==> config.mk <==
export PLATFORM = sky130hd
export DESIGN_NAME = pbapfm_pin_mux
export DESIGN_NICKNAME = d
export VERILOG_FILES = /design/src/pbapfm_pkg.sv /design/src/pbapfm_pin_mux.sv /design/src/pbapfm_sync.sv
export SDC_FILE = /design/constraint.sdc
export NUM_CORES = 1
export LEC_CHECK = 0
export ABC_AREA = 1
export BUFFER_PORTS_ARGS = -buffer_cell sky130_fd_sc_hd__buf_2
export CELL_PAD_IN_SITES_DETAIL_PLACEMENT = 1
export CELL_PAD_IN_SITES_GLOBAL_PLACEMENT = 1
export CORE_MARGIN = 5
export CORE_UTILIZATION = 32
export DETAILED_ROUTE_END_ITERATION = 12
export PLACE_DENSITY_LB_ADDON = 0.1
export SETUP_SLACK_MARGIN = 0.15
export SLEW_MARGIN = 15
export SYNTH_ARGS = -nofsm -noshare
export SYNTH_HDL_FRONTEND = slang
export SYNTH_SLANG_ARGS = --single-unit
==> constraint.sdc <==
create_clock -name clk_i -period 0.9 [get_ports clk_i]
set_input_delay 0.09 -clock clk_i [delete_from_list [all_inputs] [get_ports clk_i]]
set_output_delay 0.09 -clock clk_i [all_outputs]
set_load 0.05 [all_outputs]
==> src/pbapfm_pkg.sv <==
package pbapfm_pkg;

	// Number of shared pins handled by the mux.
	localparam int unsigned PIN_COUNT = 7;

	// Pin positions inside the pad vectors.
	localparam int unsigned PIN_HOME = 0;  // Home pin, port B bit 4.
	localparam int unsigned PIN_SCLK = 1;  // Serial clock pin, port B bit 3.
	localparam int unsigned PIN_MOSI = 2;  // Master out pin, port B bit 2.
	localparam int unsigned PIN_MISO = 3;  // Master in pin, port B bit 1.
	localparam int unsigned PIN_SS   = 4;  // Slave select pin, port B bit 0.
	localparam int unsigned PIN_PA0  = 5;  // Pulse output 0 pin, port A bit 0.
	localparam int unsigned PIN_PA1  = 6;  // Pulse output 1 pin, port A bit 1.

	// Synchroniser depth for every pin input.
	localparam int unsigned SYNC_STAGES = 2;

	// Per-pin function choice; PRIMARY and ALT mean different things per pin.
	typedef enum logic [1:0] {
		FN_NONE,
		FN_PRIMARY,
		FN_ALT,
		FN_GPIO
	} pbapfm_fn_t;

	// Idle levels handed to peripherals whose pin is routed elsewhere.
	localparam logic SS_IDLE_LEVEL   = 1'h1;
	localparam logic RX_IDLE_LEVEL   = 1'h1;
	localparam logic SCLK_IDLE_LEVEL = 1'h0;

	// Reset values of the pad drivers: nothing driven.
	localparam logic [PIN_COUNT-1:0] PAD_OUT_RESET = 7'h00;
	localparam logic [PIN_COUNT-1:0] PAD_OE_RESET  = 7'h00;

endpackage

==> src/pbapfm_pin_mux.sv <==
// Summary of operation
// - Decoder variant: home pin resets to decoder.
// - Home pin also timer channel or GPIO.
// - Clock select drives prescaler clock out home.
// - Variant lacking function: reset to no function.
// - Serial clock drives as master, inputs as slave.
// - Port B 3..0 reset to serial functions.
// - Master drives master-out; slave receives it.
// - Slave drives master-in; master samples it.
// - Unselected slave floats its master-in output.
// - Slave select input marks transfer for slave.
// - Master-in is UART receive; select is transmit.
// - GPIO pins individually programmable in or out.
// - Port A 0..1 pulse outputs, reset default.
module pbapfm_pin_mux #(
	parameter bit HAS_DECODER = 1'b1,  // Part variant fitted with the quadrature decoder.
	parameter bit HAS_PULSE   = 1'b1   // Part variant fitted with the pulse-width outputs.
) (
	input  wire logic       clk_i,
	input  wire logic       reset_i,
	// Pad side: one input, output and output enable per shared pin.
	input  wire logic [6:0] pad_in_i,
	output logic      [6:0] pad_out_o,
	output logic      [6:0] pad_oe_o,
	// Function select load; each select takes a pbapfm_fn_t code.
	input  wire logic       fsel_load_i,
	input  wire logic [1:0] fsel_home_i,
	input  wire logic [1:0] fsel_sclk_i,
	input  wire logic [1:0] fsel_mosi_i,
	input  wire logic [1:0] fsel_miso_i,
	input  wire logic [1:0] fsel_ss_i,
	input  wire logic [1:0] fsel_pa0_i,
	input  wire logic [1:0] fsel_pa1_i,
	output logic [13:0]     fsel_state_o,
	// Clock monitor.
	input  wire logic       clock_output_select_i,
	input  wire logic       prescaler_clock_i,
	// Quadrature decoder and timer.
	output logic            decoder_home_input_o,
	input  wire logic       timer_a_channel_3_out_i,
	input  wire logic       timer_a_channel_3_oe_i,
	output logic            timer_a_channel_3_in_o,
	// General-purpose ports.
	input  wire logic [4:0] port_b_out_i,
	input  wire logic [4:0] port_b_dir_i,
	output logic      [4:0] port_b_in_o,
	input  wire logic [1:0] port_a_out_i,
	input  wire logic [1:0] port_a_dir_i,
	output logic      [1:0] port_a_in_o,
	// First serial peripheral interface.
	input  wire logic       spi_master_i,
	input  wire logic       spi_first_serial_clock_i,
	output logic            spi_first_serial_clock_o,
	input  wire logic       spi_first_master_out_i,
	output logic            spi_first_master_out_o,
	input  wire logic       spi_first_master_in_i,
	output logic            spi_first_master_in_o,
	output logic            spi_first_slave_select_n_o,
	// Second serial communications interface.
	input  wire logic       uart_second_transmit_i,
	output logic            uart_second_receive_o,
	// Pulse-width outputs.
	input  wire logic       pulse_output_0_i,
	input  wire logic       pulse_output_1_i
);

	// Entire state of the mux, registered as one word.
	typedef struct packed {
		pbapfm_pkg::pbapfm_fn_t [6:0] fsel;       // Function chosen for each pin.
		logic [6:0]                   pad_out;    // Registered pad output levels.
		logic [6:0]                   pad_oe;     // Registered pad output enables.
		logic                         home;       // Home level to the decoder.
		logic                         tmr_in;     // Timer channel 3 capture input.
		logic [4:0]                   pb_in;      // Port B input readback.
		logic [1:0]                   pa_in;      // Port A input readback.
		logic                         sclk_in;    // Slave clock to the serial interface.
		logic                         mosi_in;    // Slave data in.
		logic                         miso_in;    // Master data in.
		logic                         ss_n;       // Slave select to the interface.
		logic                         rx;         // UART receive data.
	} pbapfm_state_t;

	// Reset choice for pins whose primary function may be missing on the part.
	localparam pbapfm_pkg::pbapfm_fn_t HOME_RESET_FN =
		HAS_DECODER ? pbapfm_pkg::FN_PRIMARY : pbapfm_pkg::FN_NONE;
	localparam pbapfm_pkg::pbapfm_fn_t PULSE_RESET_FN =
		HAS_PULSE ? pbapfm_pkg::FN_PRIMARY : pbapfm_pkg::FN_NONE;

	pbapfm_state_t state_r;    // Registered state.
	pbapfm_state_t state_nxt;  // Next state.
	logic [6:0]    pad_sync;   // Pad inputs after the synchroniser.
	logic [6:0]    gpio_out;   // GPIO drive levels in pad order.
	logic [6:0]    gpio_dir;   // GPIO directions in pad order, high means output.
	logic          slave_sel;  // Serial interface is an addressed slave.

	// Pad inputs come from outside, so they pass two flip-flops first.
	pbapfm_sync #(
		.WIDTH (pbapfm_pkg::PIN_COUNT)
	) u_pad_sync (
		.clk_i   (clk_i),
		.reset_i (reset_i),
		.async_i (pad_in_i),
		.sync_o  (pad_sync)
	);

	// Port B bits 4..0 sit on the first five pads in descending order.
	assign gpio_out = {port_a_out_i[1], port_a_out_i[0], port_b_out_i[0], port_b_out_i[1],
		port_b_out_i[2], port_b_out_i[3], port_b_out_i[4]};
	assign gpio_dir = {port_a_dir_i[1], port_a_dir_i[0], port_b_dir_i[0], port_b_dir_i[1],
		port_b_dir_i[2], port_b_dir_i[3], port_b_dir_i[4]};

	// A slave counts as addressed only while the external master holds select low.
	assign slave_sel = !spi_master_i
		&& (state_r.fsel[pbapfm_pkg::PIN_SS] == pbapfm_pkg::FN_PRIMARY)
		&& !pad_sync[pbapfm_pkg::PIN_SS];

	// Next-state logic: select loading, pad drivers and peripheral inputs.
	always_comb begin
		state_nxt = state_r;

		// New selections replace all seven at once so no pin sees a mixed set.
		if (fsel_load_i) begin
			state_nxt.fsel[pbapfm_pkg::PIN_HOME] = pbapfm_pkg::pbapfm_fn_t'(fsel_home_i);
			state_nxt.fsel[pbapfm_pkg::PIN_SCLK] = pbapfm_pkg::pbapfm_fn_t'(fsel_sclk_i);
			state_nxt.fsel[pbapfm_pkg::PIN_MOSI] = pbapfm_pkg::pbapfm_fn_t'(fsel_mosi_i);
			state_nxt.fsel[pbapfm_pkg::PIN_MISO] = pbapfm_pkg::pbapfm_fn_t'(fsel_miso_i);
			state_nxt.fsel[pbapfm_pkg::PIN_SS]   = pbapfm_pkg::pbapfm_fn_t'(fsel_ss_i);
			state_nxt.fsel[pbapfm_pkg::PIN_PA0]  = pbapfm_pkg::pbapfm_fn_t'(fsel_pa0_i);
			state_nxt.fsel[pbapfm_pkg::PIN_PA1]  = pbapfm_pkg::pbapfm_fn_t'(fsel_pa1_i);
		end

		// Every peripheral input starts at its idle level; only the owning pin overrides.
		state_nxt.pad_out = pbapfm_pkg::PAD_OUT_RESET;
		state_nxt.pad_oe  = pbapfm_pkg::PAD_OE_RESET;
		state_nxt.home    = 1'h0;
		state_nxt.tmr_in  = 1'h0;
		state_nxt.pb_in   = 5'h00;
		state_nxt.pa_in   = 2'h0;
		state_nxt.sclk_in = pbapfm_pkg::SCLK_IDLE_LEVEL;
		state_nxt.mosi_in = 1'h0;
		state_nxt.miso_in = 1'h0;
		state_nxt.ss_n    = pbapfm_pkg::SS_IDLE_LEVEL;
		state_nxt.rx      = pbapfm_pkg::RX_IDLE_LEVEL;

		// GPIO: each pin drives or reads according to its own direction bit.
		for (int i = 0; i < pbapfm_pkg::PIN_COUNT; i++) begin
			if (state_r.fsel[i] == pbapfm_pkg::FN_GPIO) begin
				state_nxt.pad_out[i] = gpio_out[i];
				state_nxt.pad_oe[i]  = gpio_dir[i];
			end
		end
		// Readback uses the same pad order as the drive vectors.
		for (int i = 0; i < 5; i++) begin
			if (state_r.fsel[4-i] == pbapfm_pkg::FN_GPIO) begin
				state_nxt.pb_in[i] = pad_sync[4-i];
			end
		end
		for (int i = 0; i < 2; i++) begin
			if (state_r.fsel[pbapfm_pkg::PIN_PA0+i] == pbapfm_pkg::FN_GPIO) begin
				state_nxt.pa_in[i] = pad_sync[pbapfm_pkg::PIN_PA0+i];
			end
		end

		// Home pin: the clock monitor takes priority once software selects it.
		if (clock_output_select_i) begin
			state_nxt.pad_out[pbapfm_pkg::PIN_HOME] = prescaler_clock_i;
			state_nxt.pad_oe[pbapfm_pkg::PIN_HOME]  = 1'h1;
		end else begin
			case (state_r.fsel[pbapfm_pkg::PIN_HOME])
				pbapfm_pkg::FN_PRIMARY: begin
					// Decoder home is input only; absent on the lesser part.
					if (HAS_DECODER) begin
						state_nxt.home = pad_sync[pbapfm_pkg::PIN_HOME];
					end
				end
				pbapfm_pkg::FN_ALT: begin
					// The timer owns both directions of the pin.
					state_nxt.pad_out[pbapfm_pkg::PIN_HOME] = timer_a_channel_3_out_i;
					state_nxt.pad_oe[pbapfm_pkg::PIN_HOME]  = timer_a_channel_3_oe_i;
					state_nxt.tmr_in = pad_sync[pbapfm_pkg::PIN_HOME];
				end
				default: begin
					// GPIO handled above; no function leaves the pin floating.
				end
			endcase
		end

		// Serial clock: direction follows the interface role.
		if (state_r.fsel[pbapfm_pkg::PIN_SCLK] == pbapfm_pkg::FN_PRIMARY) begin
			if (spi_master_i) begin
				state_nxt.pad_out[pbapfm_pkg::PIN_SCLK] = spi_first_serial_clock_i;
				state_nxt.pad_oe[pbapfm_pkg::PIN_SCLK]  = 1'h1;
			end else begin
				state_nxt.sclk_in = pad_sync[pbapfm_pkg::PIN_SCLK];
			end
		end

		// Master out: same one-cycle latency as the clock keeps the half-period lead.
		if (state_r.fsel[pbapfm_pkg::PIN_MOSI] == pbapfm_pkg::FN_PRIMARY) begin
			if (spi_master_i) begin
				state_nxt.pad_out[pbapfm_pkg::PIN_MOSI] = spi_first_master_out_i;
				state_nxt.pad_oe[pbapfm_pkg::PIN_MOSI]  = 1'h1;
			end else begin
				state_nxt.mosi_in = pad_sync[pbapfm_pkg::PIN_MOSI];
			end
		end

		// Master in: driven only by an addressed slave, otherwise high impedance.
		case (state_r.fsel[pbapfm_pkg::PIN_MISO])
			pbapfm_pkg::FN_PRIMARY: begin
				if (spi_master_i) begin
					state_nxt.miso_in = pad_sync[pbapfm_pkg::PIN_MISO];
				end else if (slave_sel) begin
					state_nxt.pad_out[pbapfm_pkg::PIN_MISO] = spi_first_master_in_i;
					state_nxt.pad_oe[pbapfm_pkg::PIN_MISO]  = 1'h1;
				end
			end
			pbapfm_pkg::FN_ALT: begin
				state_nxt.rx = pad_sync[pbapfm_pkg::PIN_MISO];
			end
			default: begin
				// GPIO handled above; no function leaves the pin floating.
			end
		endcase

		// Slave select: input to the interface, or the UART transmit output.
		case (state_r.fsel[pbapfm_pkg::PIN_SS])
			pbapfm_pkg::FN_PRIMARY: begin
				state_nxt.ss_n = pad_sync[pbapfm_pkg::PIN_SS];
			end
			pbapfm_pkg::FN_ALT: begin
				state_nxt.pad_out[pbapfm_pkg::PIN_SS] = uart_second_transmit_i;
				state_nxt.pad_oe[pbapfm_pkg::PIN_SS]  = 1'h1;
			end
			default: begin
				// GPIO handled above; no function leaves the pin floating.
			end
		endcase

		// Pulse outputs exist only on the fitted variant; ALT has no meaning here.
		if (HAS_PULSE && state_r.fsel[pbapfm_pkg::PIN_PA0] == pbapfm_pkg::FN_PRIMARY) begin
			state_nxt.pad_out[pbapfm_pkg::PIN_PA0] = pulse_output_0_i;
			state_nxt.pad_oe[pbapfm_pkg::PIN_PA0]  = 1'h1;
		end
		if (HAS_PULSE && state_r.fsel[pbapfm_pkg::PIN_PA1] == pbapfm_pkg::FN_PRIMARY) begin
			state_nxt.pad_out[pbapfm_pkg::PIN_PA1] = pulse_output_1_i;
			state_nxt.pad_oe[pbapfm_pkg::PIN_PA1]  = 1'h1;
		end
	end

	// State register; reset restores every pin's default function with pads released.
	always_ff @(posedge clk_i) begin
		if (reset_i) begin
			state_r         <= '0;
			state_r.fsel[pbapfm_pkg::PIN_HOME] <= HOME_RESET_FN;
			state_r.fsel[pbapfm_pkg::PIN_SCLK] <= pbapfm_pkg::FN_PRIMARY;
			state_r.fsel[pbapfm_pkg::PIN_MOSI] <= pbapfm_pkg::FN_PRIMARY;
			state_r.fsel[pbapfm_pkg::PIN_MISO] <= pbapfm_pkg::FN_PRIMARY;
			state_r.fsel[pbapfm_pkg::PIN_SS]   <= pbapfm_pkg::FN_PRIMARY;
			state_r.fsel[pbapfm_pkg::PIN_PA0]  <= PULSE_RESET_FN;
			state_r.fsel[pbapfm_pkg::PIN_PA1]  <= PULSE_RESET_FN;
			state_r.sclk_in <= pbapfm_pkg::SCLK_IDLE_LEVEL;
			state_r.ss_n    <= pbapfm_pkg::SS_IDLE_LEVEL;
			state_r.rx      <= pbapfm_pkg::RX_IDLE_LEVEL;
		end else begin
			state_r <= state_nxt;
		end
	end

	// All outputs come straight from the state register.
	assign pad_out_o                  = state_r.pad_out;
	assign pad_oe_o                   = state_r.pad_oe;
	assign fsel_state_o               = state_r.fsel;
	assign decoder_home_input_o       = state_r.home;
	assign timer_a_channel_3_in_o     = state_r.tmr_in;
	assign port_b_in_o                = state_r.pb_in;
	assign port_a_in_o                = state_r.pa_in;
	assign spi_first_serial_clock_o   = state_r.sclk_in;
	assign spi_first_master_out_o     = state_r.mosi_in;
	assign spi_first_master_in_o      = state_r.miso_in;
	assign spi_first_slave_select_n_o = state_r.ss_n;
	assign uart_second_receive_o      = state_r.rx;

endmodule

==> src/pbapfm_sync.sv <==
// Two-stage synchroniser for a group of asynchronous pin inputs.
module pbapfm_sync #(
	parameter int unsigned WIDTH = 1
) (
	input  wire logic             clk_i,
	input  wire logic             reset_i,
	input  wire logic [WIDTH-1:0] async_i,
	output logic      [WIDTH-1:0] sync_o
);

	// First stage; only the second stage reads it.
	logic [WIDTH-1:0] meta_r;
	// Second stage; the only stage the rest of the design sees.
	logic [WIDTH-1:0] stable_r;

	// Both stages clear on reset so the outputs are defined from the start.
	always_ff @(posedge clk_i) begin
		if (reset_i) begin
			meta_r   <= '0;
			stable_r <= '0;
		end else begin
			meta_r   <= async_i;
			stable_r <= meta_r;
		end
	end

	assign sync_o = stable_r;

endmodule

==> impl_metrics.tcl <==
set metrics [dict create \
    num_antenna_cells 0 \
    antenna_found_initial 0 \
    hold_path_class "in2reg" \
    period_minus_slack_ns 0.955 \
    relSlewSlack 0.834 \
    synth_seq_area_share 0.592 \
    crit_family "flip-flops" \
    synth_top_family_by_area "simple AND/OR/NAND/NOR gates" \
    route.detailed.drc 0 \
    grt_start_max_net_pins 19 \
    vias 1895 \
    cts_tree "done" \
    synth_compound_area_frac 0.104 \
    io_pins 91 \
    timing.rr.end "pad_out_o[3]" \
    r2r-start "fsel_state_o[7]" \
    globalplace.congestion 0.758 \
    cp_cell_sequence "buf_8" \
    final_area_um2 3490 \
    grt_pass1_vias 1985 \
    layout.cells.non_filler 419 \
    place_inst 382 \
    worstHoldStart "fsel_ss_i[0]" \
    drt-initial-drc-count 39 \
    placed_area_um2 2490 \
    cp_slowest_cell "dfxtp_4" \
    dp_hpwl_mm 4.02 \
    setup_tns_ns -0.518 \
    ant_nets 0 \
    cap_viol_max_count 0 \
    ff2ff_setup_slack_ns -0.01 \
    overflow 0 \
    critical_path_depth 1 \
    p_total_uw 5680 \
    fillers 652 \
    initial_core_util 0.324 \
    reg2reg_depth 5 \
    drv_slew 0 \
    wl_per_cell_um 15.7 \
    syn-num-nets 270 \
    root_buffer "clkbuf_8" \
    worstPathMaxFanout 4 \
    die_h_um 86.9 \
    placementRows 28 \
    hold-path-cell-count 3 \
    cts_buffers 5 \
    yosysWarnings 0 \
    muxShareOfSynthArea 0 \
    yosys.area_share.simple 0.182 \
    worst_hold_path.endpoint "fsel_state_o[8]" \
    synthXorXnorAreaFrac 0 \
    synth_area_um2 1890 \
    multiInputGateArea_um2 682 \
    syn_area_per_cell_um2 8.57 \
    worst_ep_arrival_time_ns 0.87 \
    outcome "finished with violations" \
    areaGrowthSynthToFinish_pct 84.0 \
    fin_nets 392 \
    critPathBufInv 1 \
    rsz0062_at_grt "yes" \
    drt_pass1_iterations 4 \
    grt_pass1_wl_mm 9.69 \
    period_share 1.06 \
    drt_wl_total_mm 6.59 \
    synth_fa_ha_area_frac 0 \
    die_area_um2 7560 \
    tightest_slew_ns 0.249 \
    cts_buffer_depth 2 \
    insertion_delay_ns 0.31 \
    core_um2 5850 \
    slowest_delay_ns 0.40 \
    critPathKind "reg2out" \
    ir_worst_vdd_uv 893 \
    hold_viol_final 0 \
    final_cell_mix "buf_2, buf_8, nor2_1, dfxtp_2, inv_1" \
    grt_usage 0.166 \
    preCtsSetupSlack_ns 0.0486 \
    drive_gt1_frac 0.593 \
    clkSinkCount 56 \
    portBuffers 90 \
    violations "negative setup slack" \
    finalSetupViolations 19 \
    synth_cells 221 \
    ff_latch_area_um2 1210 \
    final_common_cell "buf_2" \
    timing.fmax_ghz 1.05 \
    leakage_uw 0.00161 \
    viasPerCell 4.52 \
    worst_slack_ns -0.0553 \
    h-tree-depth 2 \
    synth_cell_types 20 \
    worstPathRequired_ns 0.81 \
    p_per_area_nw_per_um2 1630 \
    worstSetupEndpointType "primary output" \
    synth_seq_cells 56 \
    die_x_um 86.9 \
    worstSetupStartpointType "flop" \
    fin_worst_skew_ns 0.00899 \
    clk_pin_slew_ns 0.10 \
]
routing by layer:
layer  share of wire  vias to the layer above  GRT usage
li1                -                      924          -
met1            0.38                      904      0.181
met2            0.55                       57      0.306
met3           0.054                       10     0.0464
met4           0.017                        0     0.0524
met5               0                        -          0
sequential cells by signal (all words and copies together) (netlist names):
| register | cells |
|---|---|
| u_pad_sync.sync_o | 7 |
| spi_first_slave_select_n_o | 1 |
| spi_first_master_in_o | 1 |
| spi_first_master_out_o | 1 |
| pad_oe_o | 7 |
| pad_out_o | 7 |
| uart_second_receive_o | 1 |
| port_a_in_o | 2 |
| u_pad_sync.meta_r | 7 |
| fsel_state_o | 14 |
| timer_a_channel_3_in_o | 1 |
| decoder_home_input_o | 1 |
| spi_first_serial_clock_o | 1 |
| port_b_in_o | 5 |
cell type report:
cell class	instances	share of cell area
Inverter	39	0.0506
Clock buffer	5	0.0197
Sequential cell	56	0.347
Tap cell	75	0.0269
Clock inverter	3	0.0118
Timing Repair Buffer	123	0.349
Multi-Input combinational cell	118	0.196
power by group:
group / internal [µW] / switching [µW]
Combinational: 569 / 722
Clock: 828 / 854
Sequential: 2600 / 108
Total: 4000 / 1680
synthesized netlist by cell type:
library cell	number	share of area
o21a_1	2	0.0079
nor3_1	5	0.013
nand4_1	2	0.0066
inv_8	1	0.0059
o21ai_2	3	0.014
nor4_2	1	0.0066
buf_2	2	0.0053
buf_4	1	0.0040
nand3_1	10	0.026
o21ai_0	12	0.032
nand2_1	24	0.048
a21oi_1	18	0.048
buf_8	1	0.0079
dfxtp_1	56	0.59
buf_6	4	0.024
nor2_1	38	0.075
and3_1	2	0.0066
inv_1	37	0.073
o21ai_1	1	0.0026
inv_2	1	0.0020
what timing repair did:
action	in CTS	in global routing
hold buffers	19	0
endpoints found under the setup margin	52	74
pin swaps	5	10
gates resized for setup	161	48
endpoints found under the hold margin	18	0
buffers inserted	7	3
cell families (layout without fill, tap and decap cells):
kind of cell | Yosys count | count (layout)
AO/OA/AOI/OAI | 36 | 36
buffers and inverters | 47 | 170
flip-flops | 56 | 56
AND/OR/NAND/NOR | 82 | 82
through the flow:
stage,hold slack (ns),utilization
floorplan,0.197,-
global route,0.00358,0.596
finish,0.00704,0.596
detailed placement,0.299,0.425
global placement,0.292,0.425
CTS,0.000172,0.567
how the worst max path moves through the flow:
| stage | end | startpoint | slack (ns) |
|---|---|---|---|
| 3_3_place_gp | pad_out_o[1] | fsel_state_o[2] | 0.07 |
| 6_report | fsel_state_o[3] | fsel_state_o[3] | -0.06 |
| 5_1_grt | fsel_state_o[3] | fsel_state_o[3] | -0.08 |
| 4_1_cts | fsel_state_o[8] | fsel_state_o[8] | -0.05 |
| 3_5_place_dp | pad_out_o[3] | fsel_state_o[7] | 0.05 |
| 2_1_floorplan | pad_out_o[3] | fsel_state_o[6] | 0.04 |
(Power assumes the default switching activity.)
